--- config.mk ---
export PLATFORM = sky130hd
export DESIGN_NAME = dqc_core
export DESIGN_NICKNAME = d
export VERILOG_FILES = /design/src/core/dqc_pkg.sv /design/src/core/dqc_core.sv /design/src/core/dqc_filter.sv
export VERILOG_INCLUDE_DIRS = /design/src /design/src/core
export SDC_FILE = /design/constraint.sdc
export NUM_CORES = 1
export LEC_CHECK = 0
export ABC_AREA = 0
export BUFFER_PORTS_ARGS = -buffer_cell sky130_fd_sc_hd__buf_2
export CAP_MARGIN = 25
export CORE_UTILIZATION = 68
export CTS_CLUSTER_DIAMETER = 50
export CTS_CLUSTER_SIZE = 25
export DETAILED_ROUTE_END_ITERATION = 8
export PLACE_DENSITY = 0.85
export SLEW_MARGIN = 15
export SYNTH_ARGS = -nofsm -noshare
export SYNTH_HDL_FRONTEND = slang
export SYNTH_SLANG_ARGS = --single-unit
--- constraint.sdc ---
create_clock -name core_clk_i -period 9.56 [get_ports core_clk_i]
set_clock_uncertainty 0.05 [all_clocks]
set_input_delay 1.434 -clock core_clk_i [delete_from_list [all_inputs] [get_ports core_clk_i]]
set_output_delay 1.434 -clock core_clk_i [all_outputs]
set_load 0.02 [all_outputs]
--- src/core/dqc_map.svh ---
// Command codes, field positions, reset values and timing for the counter core
`ifndef DQC_MAP_SVH
`define DQC_MAP_SVH
// Command codes (channel 1 adds the stride to the channel 0 code)
`define DQC_CMD_PRELOAD 8'h00
`define DQC_CMD_MODE 8'h01
`define DQC_CMD_ZCLR 8'h02
`define DQC_CMD_CMP 8'h03
`define DQC_CMD_FLT 8'h04
`define DQC_CH_STRIDE 8'h05
`define DQC_CMD_LATCH 8'h14
`define DQC_CMD_MASK 8'h15
// Mode byte fields
`define DQC_MODE_RUN_BIT 7
`define DQC_MODE_ZPOL_BIT 5
`define DQC_MODE_FMT_BIT 4
`define DQC_MODE_DIR_BIT 3
// Reset values
`define DQC_MODE_RST 8'h00
`define DQC_ZCLR_RST 2'h2
`define DQC_CMP_RST 24'h000000
`define DQC_FLT_RST 4'h0
`define DQC_MASK_RST 3'h7
// Sampling period: base plus one weight per code bit, in ns
`define DQC_CLK_NS 4
`define DQC_FLT_BASE_NS 100
`define DQC_FLT_W0_NS 6400
`define DQC_FLT_W1_NS 25600
`define DQC_FLT_W2_NS 204800
`define DQC_FLT_W3_NS 819200
`endif

--- src/core/dqc_pkg.sv ---
// Types shared by the counter core
package dqc_pkg;
  // Decoded counting format
  typedef enum logic [1:0] {
    DQC_QUAD = 2'b00,
    DQC_UPDN = 2'b01,
    DQC_GATE = 2'b10
  } dqc_fmt_e;
  // Edge multiplier
  typedef enum logic [1:0] {
    DQC_X1 = 2'b00,
    DQC_X2 = 2'b01,
    DQC_X4 = 2'b10
  } dqc_mult_e;
endpackage

--- src/core/dqc_core.sv ---
// Two-channel 24-bit up/down counter with command/data byte ports
`timescale 1ns/100ps
`include "dqc_map.svh"

// Operation
// - Command byte first, then its data bytes
// - Codes 100/101/110: quadrature, async clear, 1/2/4x
// - Format one, any code: up/down, sync clear
// - Codes 011/111: gated pulse, async clear
// - Direction bit swaps up and down
// - Quadrature; A rise with B low, direction zero, counts down
// - Up/down pulses; simultaneous pulses not counted
// - Gated: count only while B high
// - Sync clear on A rise, B low, index
// - Async clear on index, restart on A rise
// - Polarity bit one: index active low
// - Up/down mode ignores multiplier setting
// - Index mode: ignore, once, every; reset once
// - Run bit low re-arms once-only clear
// - Active-low match while count equals compare
// - Compare written low, middle, high bytes
// - Filter needs four equal samples; gp bypasses
// - Four-bit code selects sample period
// - Latch bits copy counts, both at once
// - Mask bits one suppress interrupts
// - Run bit zero holds counter at zero
// - Polarity bit selects index active level
// - Codes 000/001/010: quadrature, sync clear
module dqc_core
  import dqc_pkg::*;
#(
  parameter int unsigned FLT_W1_CYC = `DQC_FLT_W1_NS / `DQC_CLK_NS,
  parameter int unsigned FLT_W2_CYC = `DQC_FLT_W2_NS / `DQC_CLK_NS,
  parameter int unsigned FLT_W3_CYC = `DQC_FLT_W3_NS / `DQC_CLK_NS
)(
  // Clock and reset
  input wire logic core_clk_i,
  input wire logic rst_n_i,
  // Host byte ports
  input wire logic cmd_wr_i,
  input wire logic dat_wr_i,
  input wire logic dat_rd_i,
  input wire logic [7:0] host_wdata_i,
  output logic [7:0] host_rdata_o,
  // Encoder inputs, bit n is channel n
  input wire logic [1:0] phase_a_i,
  input wire logic [1:0] phase_b_i,
  input wire logic [1:0] index_i,
  input wire logic [1:0] gp_i,
  // Status outputs
  output logic [1:0] match_status_n_o,
  output logic irq_o
);
  // Sampling period in cycles, never under one
  localparam int unsigned FLT_BASE_CYC = `DQC_FLT_BASE_NS / `DQC_CLK_NS;
  localparam int unsigned FLT_W0_CYC = `DQC_FLT_W0_NS / `DQC_CLK_NS;

  // ****************************************
  // State
  // ****************************************
  logic [7:0] cmd_q, cmd_d; // Current command
  logic [1:0] idx_q, idx_d; // Byte position in a 24-bit transfer
  logic [2:0] mask_q, mask_d; // Timer, ch1, ch0 masks
  logic [7:0] rdata_q, rdata_d; // Read port byte
  logic irq_q, irq_d; // Unmasked match present
  logic [1:0][23:0] cnt_q, cnt_d; // Live counters
  logic [1:0][23:0] cmp_q, cmp_d; // Compare values
  logic [1:0][23:0] rdr_q, rdr_d; // Latched counts
  logic [1:0][23:0] pre_q, pre_d; // Preload staging
  logic [1:0][7:0] mode_q, mode_d; // Mode bytes
  logic [1:0][1:0] zcm_q, zcm_d; // Index clear modes
  logic [1:0][3:0] flt_q, flt_d; // Filter clock codes
  logic [1:0][19:0] div_q, div_d; // Sample dividers
  logic [1:0] tick_q, tick_d; // Sample strobes
  logic [1:0] ap_q, ap_d; // Previous filtered A
  logic [1:0] bp_q, bp_d; // Previous filtered B
  logic [1:0] zp_q, zp_d; // Previous filtered index
  logic [1:0] hold_q, hold_d; // Held at zero after a clear
  logic [1:0] fired_q, fired_d; // Once-only clear used
  logic [1:0] ai_q, ai_d; // Abnormal input seen
  logic [1:0] down_q, down_d; // Last step was down
  logic [1:0] mtn_q, mtn_d; // Match, active low
  // Per-channel decode, also watched by the checks
  logic [5:0] filt; // A0 A1 B0 B1 Z0 Z1 after filtering
  logic [1:0] ar_w, up_w, dn_w, clra_w, zact_w, gate_w, quad_w, updn_w;

  // ****************************************
  // Input filters
  // ****************************************
  // Only A, B and index go through; gp is read raw
  for (genvar g = 0; g < 6; g++)
  begin : g_flt
    dqc_filter u_flt (
      .core_clk_i(core_clk_i),
      .rst_n_i(rst_n_i),
      .sample_i(tick_q[g % 2]),
      .raw_i(g < 2 ? phase_a_i[g % 2] : (g < 4 ? phase_b_i[g % 2] : index_i[g % 2])),
      .filt_o(filt[g])
    );
  end

  // ****************************************
  // Host writes and counting
  // ****************************************
  always_comb
  begin
    logic fa, fb, fz, ar, af, br, bf, zact, zactp, run, dir, async_m, zen;
    logic fw, rv, abn, ld, rel;
    logic [2:0] code;
    logic [19:0] per;
    dqc_fmt_e fmt;
    dqc_mult_e mult;
    fa = 1'b0; fb = 1'b0; fz = 1'b0; ar = 1'b0; af = 1'b0; br = 1'b0; bf = 1'b0;
    zact = 1'b0; zactp = 1'b0; run = 1'b0; dir = 1'b0; async_m = 1'b0; zen = 1'b0;
    fw = 1'b0; rv = 1'b0; abn = 1'b0; ld = 1'b0; rel = 1'b0;
    code = 3'h0; per = 20'h00000; fmt = DQC_QUAD; mult = DQC_X1;
    cmd_d = cmd_q; idx_d = idx_q; mask_d = mask_q; irq_d = irq_q;
    cnt_d = cnt_q; cmp_d = cmp_q; rdr_d = rdr_q; pre_d = pre_q;
    mode_d = mode_q; zcm_d = zcm_q; flt_d = flt_q; div_d = div_q; tick_d = tick_q;
    ap_d = ap_q; bp_d = bp_q; zp_d = zp_q; hold_d = hold_q; fired_d = fired_q;
    ai_d = ai_q; down_d = down_q; mtn_d = mtn_q;
    ar_w = 2'h0; up_w = 2'h0; dn_w = 2'h0; clra_w = 2'h0;
    zact_w = 2'h0; gate_w = 2'h0; quad_w = 2'h0; updn_w = 2'h0;
    // Command byte restarts the byte sequence
    if (cmd_wr_i)
    begin
      cmd_d = host_wdata_i;
      idx_d = 2'h0;
    end
    else if (dat_wr_i || dat_rd_i)
    begin
      idx_d = (idx_q == 2'h2) ? 2'h0 : idx_q + 2'h1;
    end
    if (dat_wr_i && cmd_q == `DQC_CMD_MASK)
    begin
      mask_d = {host_wdata_i[4], host_wdata_i[1:0]};
    end
    for (int c = 0; c < 2; c++)
    begin
      // Per-channel events start clear so one channel never inherits the other's
      fw = 1'b0;
      rv = 1'b0;
      ld = 1'b0;
      fa = filt[c];
      fb = filt[2 + c];
      fz = filt[4 + c];
      ar = fa & ~ap_q[c];
      af = ~fa & ap_q[c];
      br = fb & ~bp_q[c];
      bf = ~fb & bp_q[c];
      run = mode_q[c][`DQC_MODE_RUN_BIT];
      dir = mode_q[c][`DQC_MODE_DIR_BIT];
      code = mode_q[c][2:0];
      // Index active level follows the polarity bit
      zact = fz ^ mode_q[c][`DQC_MODE_ZPOL_BIT];
      zactp = zp_q[c] ^ mode_q[c][`DQC_MODE_ZPOL_BIT];
      // Mode decode; format one is always single-edge up/down
      if (mode_q[c][`DQC_MODE_FMT_BIT])
      begin
        fmt = DQC_UPDN;
        mult = DQC_X1;
        async_m = 1'b0;
      end
      else if (code[1:0] == 2'b11)
      begin
        fmt = DQC_GATE;
        mult = code[2] ? DQC_X2 : DQC_X1;
        async_m = 1'b1;
      end
      else
      begin
        fmt = DQC_QUAD;
        mult = (code[1:0] == 2'b00) ? DQC_X1 : ((code[1:0] == 2'b01) ? DQC_X2 : DQC_X4);
        async_m = code[2];
      end
      // Forward and reverse events before the direction swap
      unique case (fmt)
        DQC_QUAD:
        begin
          abn = (ar | af) & (br | bf); // Both phases moved in one sample
          if (!abn)
          begin
            fw = (ar & ~fb) | (mult != DQC_X1 & af & fb);
            rv = (af & ~fb) | (mult != DQC_X1 & ar & fb);
            if (mult == DQC_X4)
            begin
              fw = fw | (br & fa) | (bf & ~fa);
              rv = rv | (br & ~fa) | (bf & fa);
            end
          end
        end
        DQC_UPDN:
        begin
          abn = ar & br;
          fw = ar & ~br;
          rv = br & ~ar;
        end
        default:
        begin
          abn = 1'b0;
          fw = fb & (ar | (mult == DQC_X2 & af));
          rv = 1'b0;
        end
      endcase
      // Direction zero makes forward a down count
      up_w[c] = run & (dir ? fw : rv);
      dn_w[c] = run & (dir ? rv : fw);
      ar_w[c] = ar;
      zact_w[c] = zact;
      gate_w[c] = (fmt == DQC_GATE);
      quad_w[c] = (fmt == DQC_QUAD);
      updn_w[c] = (fmt == DQC_UPDN);
      // Index clear enable: 01 off, 10 once, 11 always
      zen = (zcm_q[c] == 2'b11) | (zcm_q[c] == 2'b10 & ~fired_q[c]);
      clra_w[c] = run & zen & (async_m ? (zact & ~zactp) : (ar & ~fb & zact));
      // Counting resumes on an A rise; sync mode waits for index to go inactive
      rel = ar & (async_m | ~zact);
      // Host data bytes for this channel
      if (dat_wr_i)
      begin
        if (cmd_q == 8'(`DQC_CMD_PRELOAD + c * `DQC_CH_STRIDE))
        begin
          unique case (idx_q)
            2'h0: pre_d[c][7:0] = host_wdata_i;
            2'h1: pre_d[c][15:8] = host_wdata_i;
            default: pre_d[c][23:16] = host_wdata_i;
          endcase
          ld = (idx_q == 2'h2);
        end
        if (cmd_q == 8'(`DQC_CMD_MODE + c * `DQC_CH_STRIDE))
        begin
          mode_d[c] = host_wdata_i;
        end
        if (cmd_q == 8'(`DQC_CMD_ZCLR + c * `DQC_CH_STRIDE))
        begin
          zcm_d[c] = host_wdata_i[2:1];
        end
        if (cmd_q == 8'(`DQC_CMD_CMP + c * `DQC_CH_STRIDE))
        begin
          unique case (idx_q)
            2'h0: cmp_d[c][7:0] = host_wdata_i;
            2'h1: cmp_d[c][15:8] = host_wdata_i;
            default: cmp_d[c][23:16] = host_wdata_i;
          endcase
        end
        if (cmd_q == 8'(`DQC_CMD_FLT + c * `DQC_CH_STRIDE))
        begin
          flt_d[c] = host_wdata_i[3:0];
        end
        // One write latches every channel whose bit is set, on the same edge
        if (cmd_q == `DQC_CMD_LATCH && host_wdata_i[c])
        begin
          rdr_d[c] = cnt_q[c];
        end
      end
      // Counter update, highest priority first
      if (!run)
      begin
        cnt_d[c] = 24'h000000;
        hold_d[c] = 1'b0;
        fired_d[c] = 1'b0;
      end
      else if (ld)
      begin
        cnt_d[c] = {host_wdata_i, pre_q[c][15:0]};
        hold_d[c] = 1'b0;
      end
      else if (clra_w[c])
      begin
        cnt_d[c] = 24'h000000;
        hold_d[c] = 1'b1;
        fired_d[c] = fired_q[c] | (zcm_q[c] == 2'b10);
      end
      else if (!hold_q[c] || rel)
      begin
        hold_d[c] = 1'b0;
        // Natural 24-bit wrap in both directions
        if (up_w[c])
        begin
          cnt_d[c] = cnt_q[c] + 24'h000001;
        end
        else if (dn_w[c])
        begin
          cnt_d[c] = cnt_q[c] - 24'h000001;
        end
      end
      if (up_w[c] || dn_w[c])
      begin
        down_d[c] = dn_w[c];
      end
      // Abnormal flag: a new event beats the read that clears it
      if (dat_rd_i && cmd_q == 8'(`DQC_CMD_MODE + c * `DQC_CH_STRIDE))
      begin
        ai_d[c] = 1'b0;
      end
      if (abn)
      begin
        ai_d[c] = 1'b1;
      end
      mtn_d[c] = ~(cnt_q[c] == cmp_q[c]);
      ap_d[c] = fa;
      bp_d[c] = fb;
      zp_d[c] = fz;
      // Sample divider; code bits add fixed weights to the base period
      per = 20'(FLT_BASE_CYC) + (flt_q[c][0] ? 20'(FLT_W0_CYC) : 20'h00000)
          + (flt_q[c][1] ? 20'(FLT_W1_CYC) : 20'h00000) + (flt_q[c][2] ? 20'(FLT_W2_CYC) : 20'h00000)
          + (flt_q[c][3] ? 20'(FLT_W3_CYC) : 20'h00000);
      tick_d[c] = (div_q[c] >= per - 20'h00001);
      div_d[c] = tick_d[c] ? 20'h00000 : div_q[c] + 20'h00001;
    end
    // Interrupt request for unmasked matches only
    irq_d = |(~mtn_q & ~mask_q[1:0]);
  end

  // ****************************************
  // Read port
  // ****************************************
  // Byte for the current command and position, one cycle behind
  always_comb
  begin
    rdata_d = 8'h00;
    if (cmd_q == `DQC_CMD_MASK)
    begin
      rdata_d = {3'h0, mask_q[2], 2'h0, mask_q[1:0]};
    end
    for (int c = 0; c < 2; c++)
    begin
      if (cmd_q == 8'(`DQC_CMD_PRELOAD + c * `DQC_CH_STRIDE))
      begin
        unique case (idx_q)
          2'h0: rdata_d = rdr_q[c][7:0];
          2'h1: rdata_d = rdr_q[c][15:8];
          default: rdata_d = rdr_q[c][23:16];
        endcase
      end
      if (cmd_q == 8'(`DQC_CMD_MODE + c * `DQC_CH_STRIDE))
      begin
        rdata_d = {ai_q[c], zact_w[c], filt[c], filt[2 + c], 1'b1, down_q[c], mtn_q[c], gp_i[c]};
      end
    end
  end

  // ****************************************
  // Registers
  // ****************************************
  always_ff @(posedge core_clk_i or negedge rst_n_i)
  begin
    if (!rst_n_i)
    begin
      cmd_q <= 8'h00; idx_q <= 2'h0; mask_q <= `DQC_MASK_RST; rdata_q <= 8'h00; irq_q <= 1'b0;
      cnt_q <= '0; cmp_q <= {2{`DQC_CMP_RST}}; rdr_q <= '0; pre_q <= '0;
      mode_q <= {2{`DQC_MODE_RST}}; zcm_q <= {2{`DQC_ZCLR_RST}}; flt_q <= {2{`DQC_FLT_RST}};
      div_q <= '0; tick_q <= 2'h0; ap_q <= 2'h0; bp_q <= 2'h0; zp_q <= 2'h0;
      hold_q <= 2'h0; fired_q <= 2'h0; ai_q <= 2'h0; down_q <= 2'h0; mtn_q <= 2'h3;
    end
    else
    begin
      cmd_q <= cmd_d; idx_q <= idx_d; mask_q <= mask_d; rdata_q <= rdata_d; irq_q <= irq_d;
      cnt_q <= cnt_d; cmp_q <= cmp_d; rdr_q <= rdr_d; pre_q <= pre_d;
      mode_q <= mode_d; zcm_q <= zcm_d; flt_q <= flt_d;
      div_q <= div_d; tick_q <= tick_d; ap_q <= ap_d; bp_q <= bp_d; zp_q <= zp_d;
      hold_q <= hold_d; fired_q <= fired_d; ai_q <= ai_d; down_q <= down_d; mtn_q <= mtn_d;
    end
  end

  assign host_rdata_o = rdata_q;
  assign match_status_n_o = mtn_q;
  assign irq_o = irq_q;
endmodule // dqc_core

--- src/core/dqc_filter.sv ---
// Four-sample majority-free noise filter for one encoder input
`timescale 1ns/100ps
module dqc_filter (
  // Clock and reset
  input wire logic core_clk_i,
  input wire logic rst_n_i,
  // Sample strobe and raw level
  input wire logic sample_i,
  input wire logic raw_i,
  // Filtered level
  output logic filt_o
);
  logic [3:0] hist_q; // Last four samples
  logic [3:0] hist_d;
  logic filt_q; // Level passed on to the counter
  logic filt_d;

  // ****************************************
  // Sampling and agreement
  // ****************************************
  // A pulse shorter than four samples never gets through
  always_comb
  begin
    hist_d = hist_q;
    filt_d = filt_q;
    if (sample_i)
    begin
      hist_d = {hist_q[2:0], raw_i};
    end
    if (hist_q == 4'hF)
    begin
      filt_d = 1'b1;
    end
    else if (hist_q == 4'h0)
    begin
      filt_d = 1'b0;
    end
  end

  // Registers
  always_ff @(posedge core_clk_i or negedge rst_n_i)
  begin
    if (!rst_n_i)
    begin
      hist_q <= 4'h0;
      filt_q <= 1'b0;
    end
    else
    begin
      hist_q <= hist_d;
      filt_q <= filt_d;
    end
  end

  assign filt_o = filt_q;
endmodule // dqc_filter

==> summary.md, run 1 <==
| Metric | Value |
|---|---|
| Post-detailed-route count of antenna-violating nets | `0` |
| Fmax | `185.1 MHz` |
| Synthesis-to-layout area growth | `9.712%` |
| Worst path max stage delay | `0.84 ns` |
| First-pass GRT wire length | `68,200 um` |
| Post-CTS Resized | `0` |
| GRT overflow | `0` |
| Commonest non-fill, non-tap cells in the layout | `305 x dfrtp_1, 182 x mux2_2, 122 x nor2_1, 122 x nand2_1, 92 x ha_1` |
| Worst-margin pin slew | `1.063 ns` |
| Critical Path Fanout Max | `32` |
| First-pass iteration count of the detailed router | `6` |
| IO Port Bufs | `31` |
| Count of cell types in the netlist | `86` |
| Top-level port count | `32` |
| Die Wd | `160.7 um` |
| R2R Setup Slk | `4.16 ns` |
| CP Launch Type | `register` |
| Seq/Total Area, Yosys | `45.62%` |
| WHS Path Cells | `0` |
| DP HPWL | `27,920 um` |
| Largest net degree at the start of global routing | `124` |
| Routed WL | `42,790 um` |
| Crit path from | `g_flt[2].u_flt.filt_o` |
| Number of max-cap violations | `0` |
| Detailed-route via count | `13,090` |
| Normalized max-slew margin | `29.16%` |
| #FFs+latches synth | `312` |
| # setup viols final | `0` |
| Via density | `6.616` |
| Synth warn | `0` |
| Setup crit end kind | `register` |
| Synth area leader | `dfrtp_1` |
| Initial DRC count | `1,412` |
| Share of cells above drive strength 1 | `18.74%` |
| Kind of critical path | `reg2reg` |
| Fin crit share | `56.53%` |
| Ys flop type | `dfrtp_1` |
| Post-Syn Area | `17,140 sq um` |
| Total CTS buffers | `34` |
| Slew Viols, Final | `0` |
| Core region area | `24,530 sq um` |
| CP Buf/Inv Count | `2` |
| Top Family by Delay on Critical Path | `compound AO/OA/AOI/OAI gates` |
| GP Congestion | `0.8846` |
| Fin area | `18,800 sq um` |
| Commonest non-fill, non-tap cell in the layout | `dfrtp_1` |
| Crit-path slowest cell | `a32oi_4` |
| Clock root buffer | `clkbuf_16` |
| Cell chain of the critical path | `inv_1 -> ha_1 -> mux2_4 -> a32o_1 -> a221o_1 -> a32oi_4 -> inv_1 -> fa_1 -> nand3b_1 -> a21oi_1 -> o2111ai_1 -> a31oi_1 -> a41oi_1 -> o21ai_0 -> mux2i_1 -> a31oi_1 -> a21o_1` |
| Worst Path Required | `9.90 ns` |
| Status | `completed` |
| RSZ-0062 raised after global routing | `false` |
| Syn nets | `1,723` |
| R2R depth | `17` |
| Worst hold start | `g_flt[4].u_flt.filt_o` |
| Layout Nets | `1,743` |
| Capturing point of the worst reg2reg path | `cnt_q[22]` |
| DRC Markers | `0` |
| Hold-fix buffers, CTS | `0` |
| Top cell type's share of synthesized area | `44.54%` |
| Setup TNS | `0 ns` |
| Post-CTS setup buffer count | `0` |
| Initial Util | `69.84%` |
| Final-report hold violation count | `0` |
| CTS tree | `built` |
| Avg Synthesized Cell Area | `10.66 sq um` |
| FF-to-FF Start | `g_flt[2].u_flt.filt_o` |
| Die Footprint | `25,840 sq um` |
| Worst Hold Class | `reg2reg` |
| Ant diodes | `0` |
| CTS Buffer Depth | `3` |
| Die Y | `160.7 um` |
| Ys async rst share | `100.0%` |
| Wire per inst | `21.63 um` |
| Sinks on the clock net | `312` |
| Overall Global Routing Usage | `33.40%` |
| Crit path DAT | `5.74 ns` |
| Post-DP Area | `17,530 sq um` |
| Max IR drop VDD | `0.1606 mV` |
| FP Rows | `57` |
| Hold EP | `zp_q[0]` |
| Synth area leaders | `dfrtp_1 45%, mux2_2 12%, ha_1 6.7%` |
| Leak | `9.167 nW` |
| Pwr dens | `180.5 nW/um^2` |
| EDFF count, synth | `0` |
| Mapped Cells | `1,608` |
| Fin crit period | `5.404 ns` |
| Initial antenna violation count | `2` |
| Clock-pin slew of the registers on the worst-case setup and hold paths | `0.07 ns` |
| Htree depth | `2` |
| Clock Latency Late Sink | `0.52 ns` |
| Vias in the first global route | `12,910` |
==> sequential cells by signal, summed over array words and instances (netlist names), 3 cells and up <==
name                cells
cmd_q                   8
cmp_q                  48
cnt_q                  48
div_q                  40
flt_q                   8
g_flt.u_flt.filt_o      6
g_flt.u_flt.hist_q     24
host_rdata_o            8
mask_q                  3
mode_q                 14
pre_q                  32
rdr_q                  48
zcm_q                   4
==> worst max path at each step <==
stage                end  slack (ns)  depth (start not counted)
2_1_floorplan  cnt_q[23]        5.02                         16
3_3_place_gp   cnt_q[22]        4.53                         17
3_5_place_dp   cnt_q[22]        4.29                         17
4_1_cts        cnt_q[22]        4.27                         17
5_1_grt        cnt_q[22]        3.74                         17
6_report       cnt_q[22]        4.16                         17
==> worst reg2reg max path: cells and delay by family, from the launching register on <==
family | cells | cell delay [ns]
buf+inv | 2 | 0.29
mux | 2 | 0.48
fa+ha+maj | 2 | 0.66
flops | 1 | 0.49
compound gates | 10 | 3.13
simple gates | 1 | 0.19
==> kinds of logic after synthesis <==
| logic type | share of synthesized area [%] |
|---|---|
| and+or+nand+nor | 11.87 |
| AOI/OAI and AO/OA | 13.14 |
| DFF | 45.62 |
| muxes | 13.45 |
| xor gates and xnor gates | 6.594 |
| buffers and inverters | 2.380 |
| adders and majority gates | 6.951 |
==> where the power goes <==
| group | switching [W] | total [W] | internal (W) |
|---|---|---|---|
| combinational | 0.000290 | 0.000518 | 0.000227 |
| sequential | 0.0000946 | 0.00150 | 0.00141 |
| clock | 0.000565 | 0.00137 | 0.000808 |
| total | 0.000950 | 0.00339 | 0.00244 |
==> metal layers <==
layer	part of all wire [%]	track usage, %
met3	8.1	6.018
met4	4.0	13.21
met5	0.019	0
met1	41	44.78
met2	47	54.17
==> cell type report <==
type / count / area, sq um
inverter: 46 / 172.7
clock buffer: 45 / 996.0
timing repair buffer: 44 / 300.3
clock inverter: 17 / 197.7
tap: 324 / 405.4
multi-input combinational: 1190 / 8911
sequential: 312 / 7816
fill: 1563 / 5734
==> through the flow <==
step	hold slack, ns	total power, W	util [%]	worst slack (ns)	instances
after floorplan	0.3612	0.001874	-	5.019	1608
after global placement	0.3813	0.002000	71.46	4.526	1911
after detailed placement	0.3879	0.002025	71.46	4.292	1911
after CTS	0.4031	0.003397	76.32	4.267	1973
after global routing	0.4290	0.003519	76.63	3.739	1978
final	0.4005	0.003393	76.63	4.156	1978
==> synthesized netlist by cell type, types with 5 or more instances <==
cell and number:
dfrtp_1 305, mux2_2 182, nand2_1 122, nor2_1 122, ha_1 92, a21oi_1 82, o21ai_0 73, xnor2_1 72
xor2_1 57, clkbuf_1 51, inv_1 46, nand3_1 45, a21o_1 41, nor3_1 25, mux2i_1 24, and3_1 16
nand4_1 16, a211oi_1 15, a22oi_1 13, a221oi_1 12, a31oi_1 11, nor4_1 11, and2_1 9, nand2b_1 8
o211ai_1 8, or3_1 8, a222oi_1 7, a22o_1 7, dfstp_2 7, nor2b_1 7, o31ai_1 7, o21bai_1 6
a21boi_0 5, a32oi_1 5, buf_2 5, nor3b_1 5, o21a_1 5
Power figures use the tool's default switching activity.
==> run 2: changes to the inputs <==
CORE_UTILIZATION = 64   (was 68)
PLACE_DENSITY = 0.81   (was 0.85)
clock period = 5.3 ns   (was 9.56 ns; I/O delays follow)
==> summary.md, run 2 (same netlist as run 1, synthesis figures left out) <==
| Metric | Value |
|---|---|
| Max IR drop VDD | `0.3072 mV (+91%)` |
| Largest net degree at the start of global routing | `128 (+3.2%)` |
| Register area | `7816 sq um (unchanged)` |
| Critical Path Fanout Max | `14 (-56%)` |
| CP Launch Type | `register` |
| Htree depth | `2 (unchanged)` |
| Worst Hold Class | `in2async` |
| Overall Global Routing Usage | `30.71% (-2.7 points)` |
| Commonest non-fill, non-tap cell in the layout | `dfrtp_1` |
| DP HPWL | `27,900 um (about the same)` |
| Kind of critical path | `reg2reg` |
| Post-CTS setup buffer count | `0 (unchanged)` |
| Setup TNS | `0 ns (unchanged)` |
| Worst-margin pin slew | `1.042 ns (-0.02060 ns)` |
| Multi-input logic area | `8911 sq um (unchanged)` |
| Fin crit period | `4.925 ns (-0.4792 ns)` |
| Worst Path Required | `5.66 ns (-4.24 ns)` |
| Top Family by Delay on Critical Path | `compound AO/OA/AOI/OAI gates` |
| Layout fillers | `1,819 (+16%)` |
| Fmax | `203.1 MHz (+9.7%)` |
| Worst path max stage delay | `0.50 ns (-0.34 ns)` |
| Clock root buffer | `clkbuf_16` |
| Crit path DAT | `5.28 ns (-0.46 ns)` |
| FP Rows | `59 (+3.5%)` |
| Crit-path slowest cell | `dfrtp_1` |
| Commonest non-fill, non-tap cells in the layout | `305 x dfrtp_1, 182 x mux2_2, 122 x nor2_1, 122 x nand2_1, 92 x ha_1` |
| Detailed-route via count | `12,810 (-2.1%)` |
| Die Y | `165.6 um (+3.0%)` |
| Number of max-cap violations | `0 (unchanged)` |
| Die Wd | `165.6 um (+3.0%)` |
| Capturing point of the worst reg2reg path | `cnt_q[22]` |
| IO Port Bufs | `31 (unchanged)` |
| Initial DRC count | `1,139 (-19%)` |
| R2R depth | `17 (unchanged)` |
| Synthesis-to-layout area growth | `10.28%` |
| DRC Markers | `6 (+6)` |
| Routed WL | `41,530 um (-2.9%)` |
| First-pass GRT wire length | `67,380 um (-1.2%)` |
| Failing checks | `design-rule violations` |
| Normalized max-slew margin | `30.28% (+1.1 points)` |
| Vias in the first global route | `12,780 (-1.0%)` |
| FF-to-FF Start | `g_flt[2].u_flt.filt_o` |
| Fin crit share | `92.92% (+36 points)` |
| Biggest regs | `cmp_q (48), cnt_q (48), rdr_q (48)` |
| Ant diodes | `0 (unchanged)` |
| Slew Viols, Final | `0 (unchanged)` |
| Post-CTS Resized | `0 (unchanged)` |
| GRT overflow | `0 (unchanged)` |
| Final hold slack | `0.3005 ns (-0.1001 ns)` |
| First-pass iteration count of the detailed router | `9 (+3)` |
| RSZ-0062 raised after global routing | `false` |
| Wire per inst | `20.84 um (-3.7%)` |
| Core region area | `26,130 sq um (+6.5%)` |
| Sinks on the clock net | `312 (unchanged)` |
| CTS tree | `built` |
| R2R Setup Slk | `0.38 ns (-3.78 ns)` |
| Initial Util | `65.57% (-4.3 points)` |
| CP Buf/Inv Count | `2 (unchanged)` |
| Status | `complete, but fails checks` |
| Clock-pin slew of the registers on the worst-case setup and hold paths | `0.07 ns (about the same)` |
| Cell chain of the critical path | `inv_1 -> ha_1 -> mux2_4 -> a32o_1 -> a221o_1 -> a32oi_4 -> inv_1 -> fa_1 -> nand3b_1 -> a21oi_1 -> o2111ai_1 -> a31oi_1 -> a41oi_1 -> o21ai_0 -> mux2i_1 -> a31oi_1 -> a21o_1` |
| Setup crit end kind | `register` |
| Clock Latency Late Sink | `0.52 ns (about the same)` |
| Hold-fix buffers, CTS | `0 (unchanged)` |
| Leak | `9.212 nW (+0.49%)` |
| Layout Nets | `1,748 (+0.29%)` |
| Post-detailed-route count of antenna-violating nets | `0 (unchanged)` |
| Initial antenna violation count | `1 (-1)` |
| Share of cells above drive strength 1 | `19.12% (+0.38 points)` |
| Total CTS buffers | `34 (unchanged)` |
| # setup viols final | `0 (unchanged)` |
| Post-layout util | `72.31% (-4.3 points)` |
| Pwr dens | `327.4 nW/um^2 (+81%)` |
| Top-level port count | `32 (unchanged)` |
| CTS Buffer Depth | `3 (unchanged)` |
| Final-report hold violation count | `0 (unchanged)` |
| GP Congestion | `0.9013 (+1.9%)` |
| Via density | `6.425 (-2.9%)` |
| Die Footprint | `27,430 sq um (+6.2%)` |
-- run 2: changes by cell type in the layout (fill, tap and decap cells not counted), sizes merged --
cell,previous run,this run
inv,54,55
buf,44,48
clkbuf,45,41
clkinv,3,8
clkinvlp,4,2
-- run 2: power breakdown --
| part | switching (W) | internal, W |
|---|---|---|
| clock | 0.00110 | 0.00146 |
| combinational | 0.000508 | 0.000411 |
| sequential | 0.000167 | 0.00254 |
| total | 0.00177 | 0.00441 |
-- run 2: per-stage QoR --
stage / total power [W] / instance area (sq um) / instances / setup WS (ns)
after floorplan: 0.003381 / 17140 / 1608 / 0.7592
after global placement: 0.003609 / 17610 / 1929 / 0.5911
after detailed placement: 0.003655 / 17610 / 1929 / 0.4439
after CTS: 0.006215 / 18860 / 1990 / 0.4093
after global routing: 0.006429 / 18900 / 1993 / 0.008777
final: 0.006187 / 18900 / 1993 / 0.3754
-- run 2: area by class of cell --
type | count | share of cell area [%]
clock buffers | 40 | 5.065
flip-flops and latches | 312 | 41.36
repair buffers | 49 | 1.735
multi-input cells | 1190 | 47.16
inverters | 46 | 0.9137
well taps | 335 | 2.218
clock inverters | 21 | 1.549
-- run 2: routing by layer --
layer / global-route usage, % / routed length [um] / vias to the layer above
li1: - / - / 5866
met3: 5.926 / 3089 / 116
met5: 0 / 10 / -
met2: 49.23 / 19300 / 459
met1: 41.35 / 17540 / 6362
met4: 12.47 / 1593 / 2
-- run 2: worst max-delay path by stage --
| stage | from | end | cells after the start |
|---|---|---|---|
| 3_5_place_dp | g_flt[2].u_flt.filt_o | cnt_q[22] | 17 |
| 6_report | g_flt[2].u_flt.filt_o | cnt_q[22] | 17 |
| 3_3_place_gp | g_flt[2].u_flt.filt_o | cnt_q[22] | 17 |
| 5_1_grt | g_flt[2].u_flt.filt_o | cnt_q[22] | 17 |
| 2_1_floorplan | g_flt[2].u_flt.filt_o | cnt_q[23] | 16 |
| 4_1_cts | g_flt[2].u_flt.filt_o | cnt_q[22] | 17 |
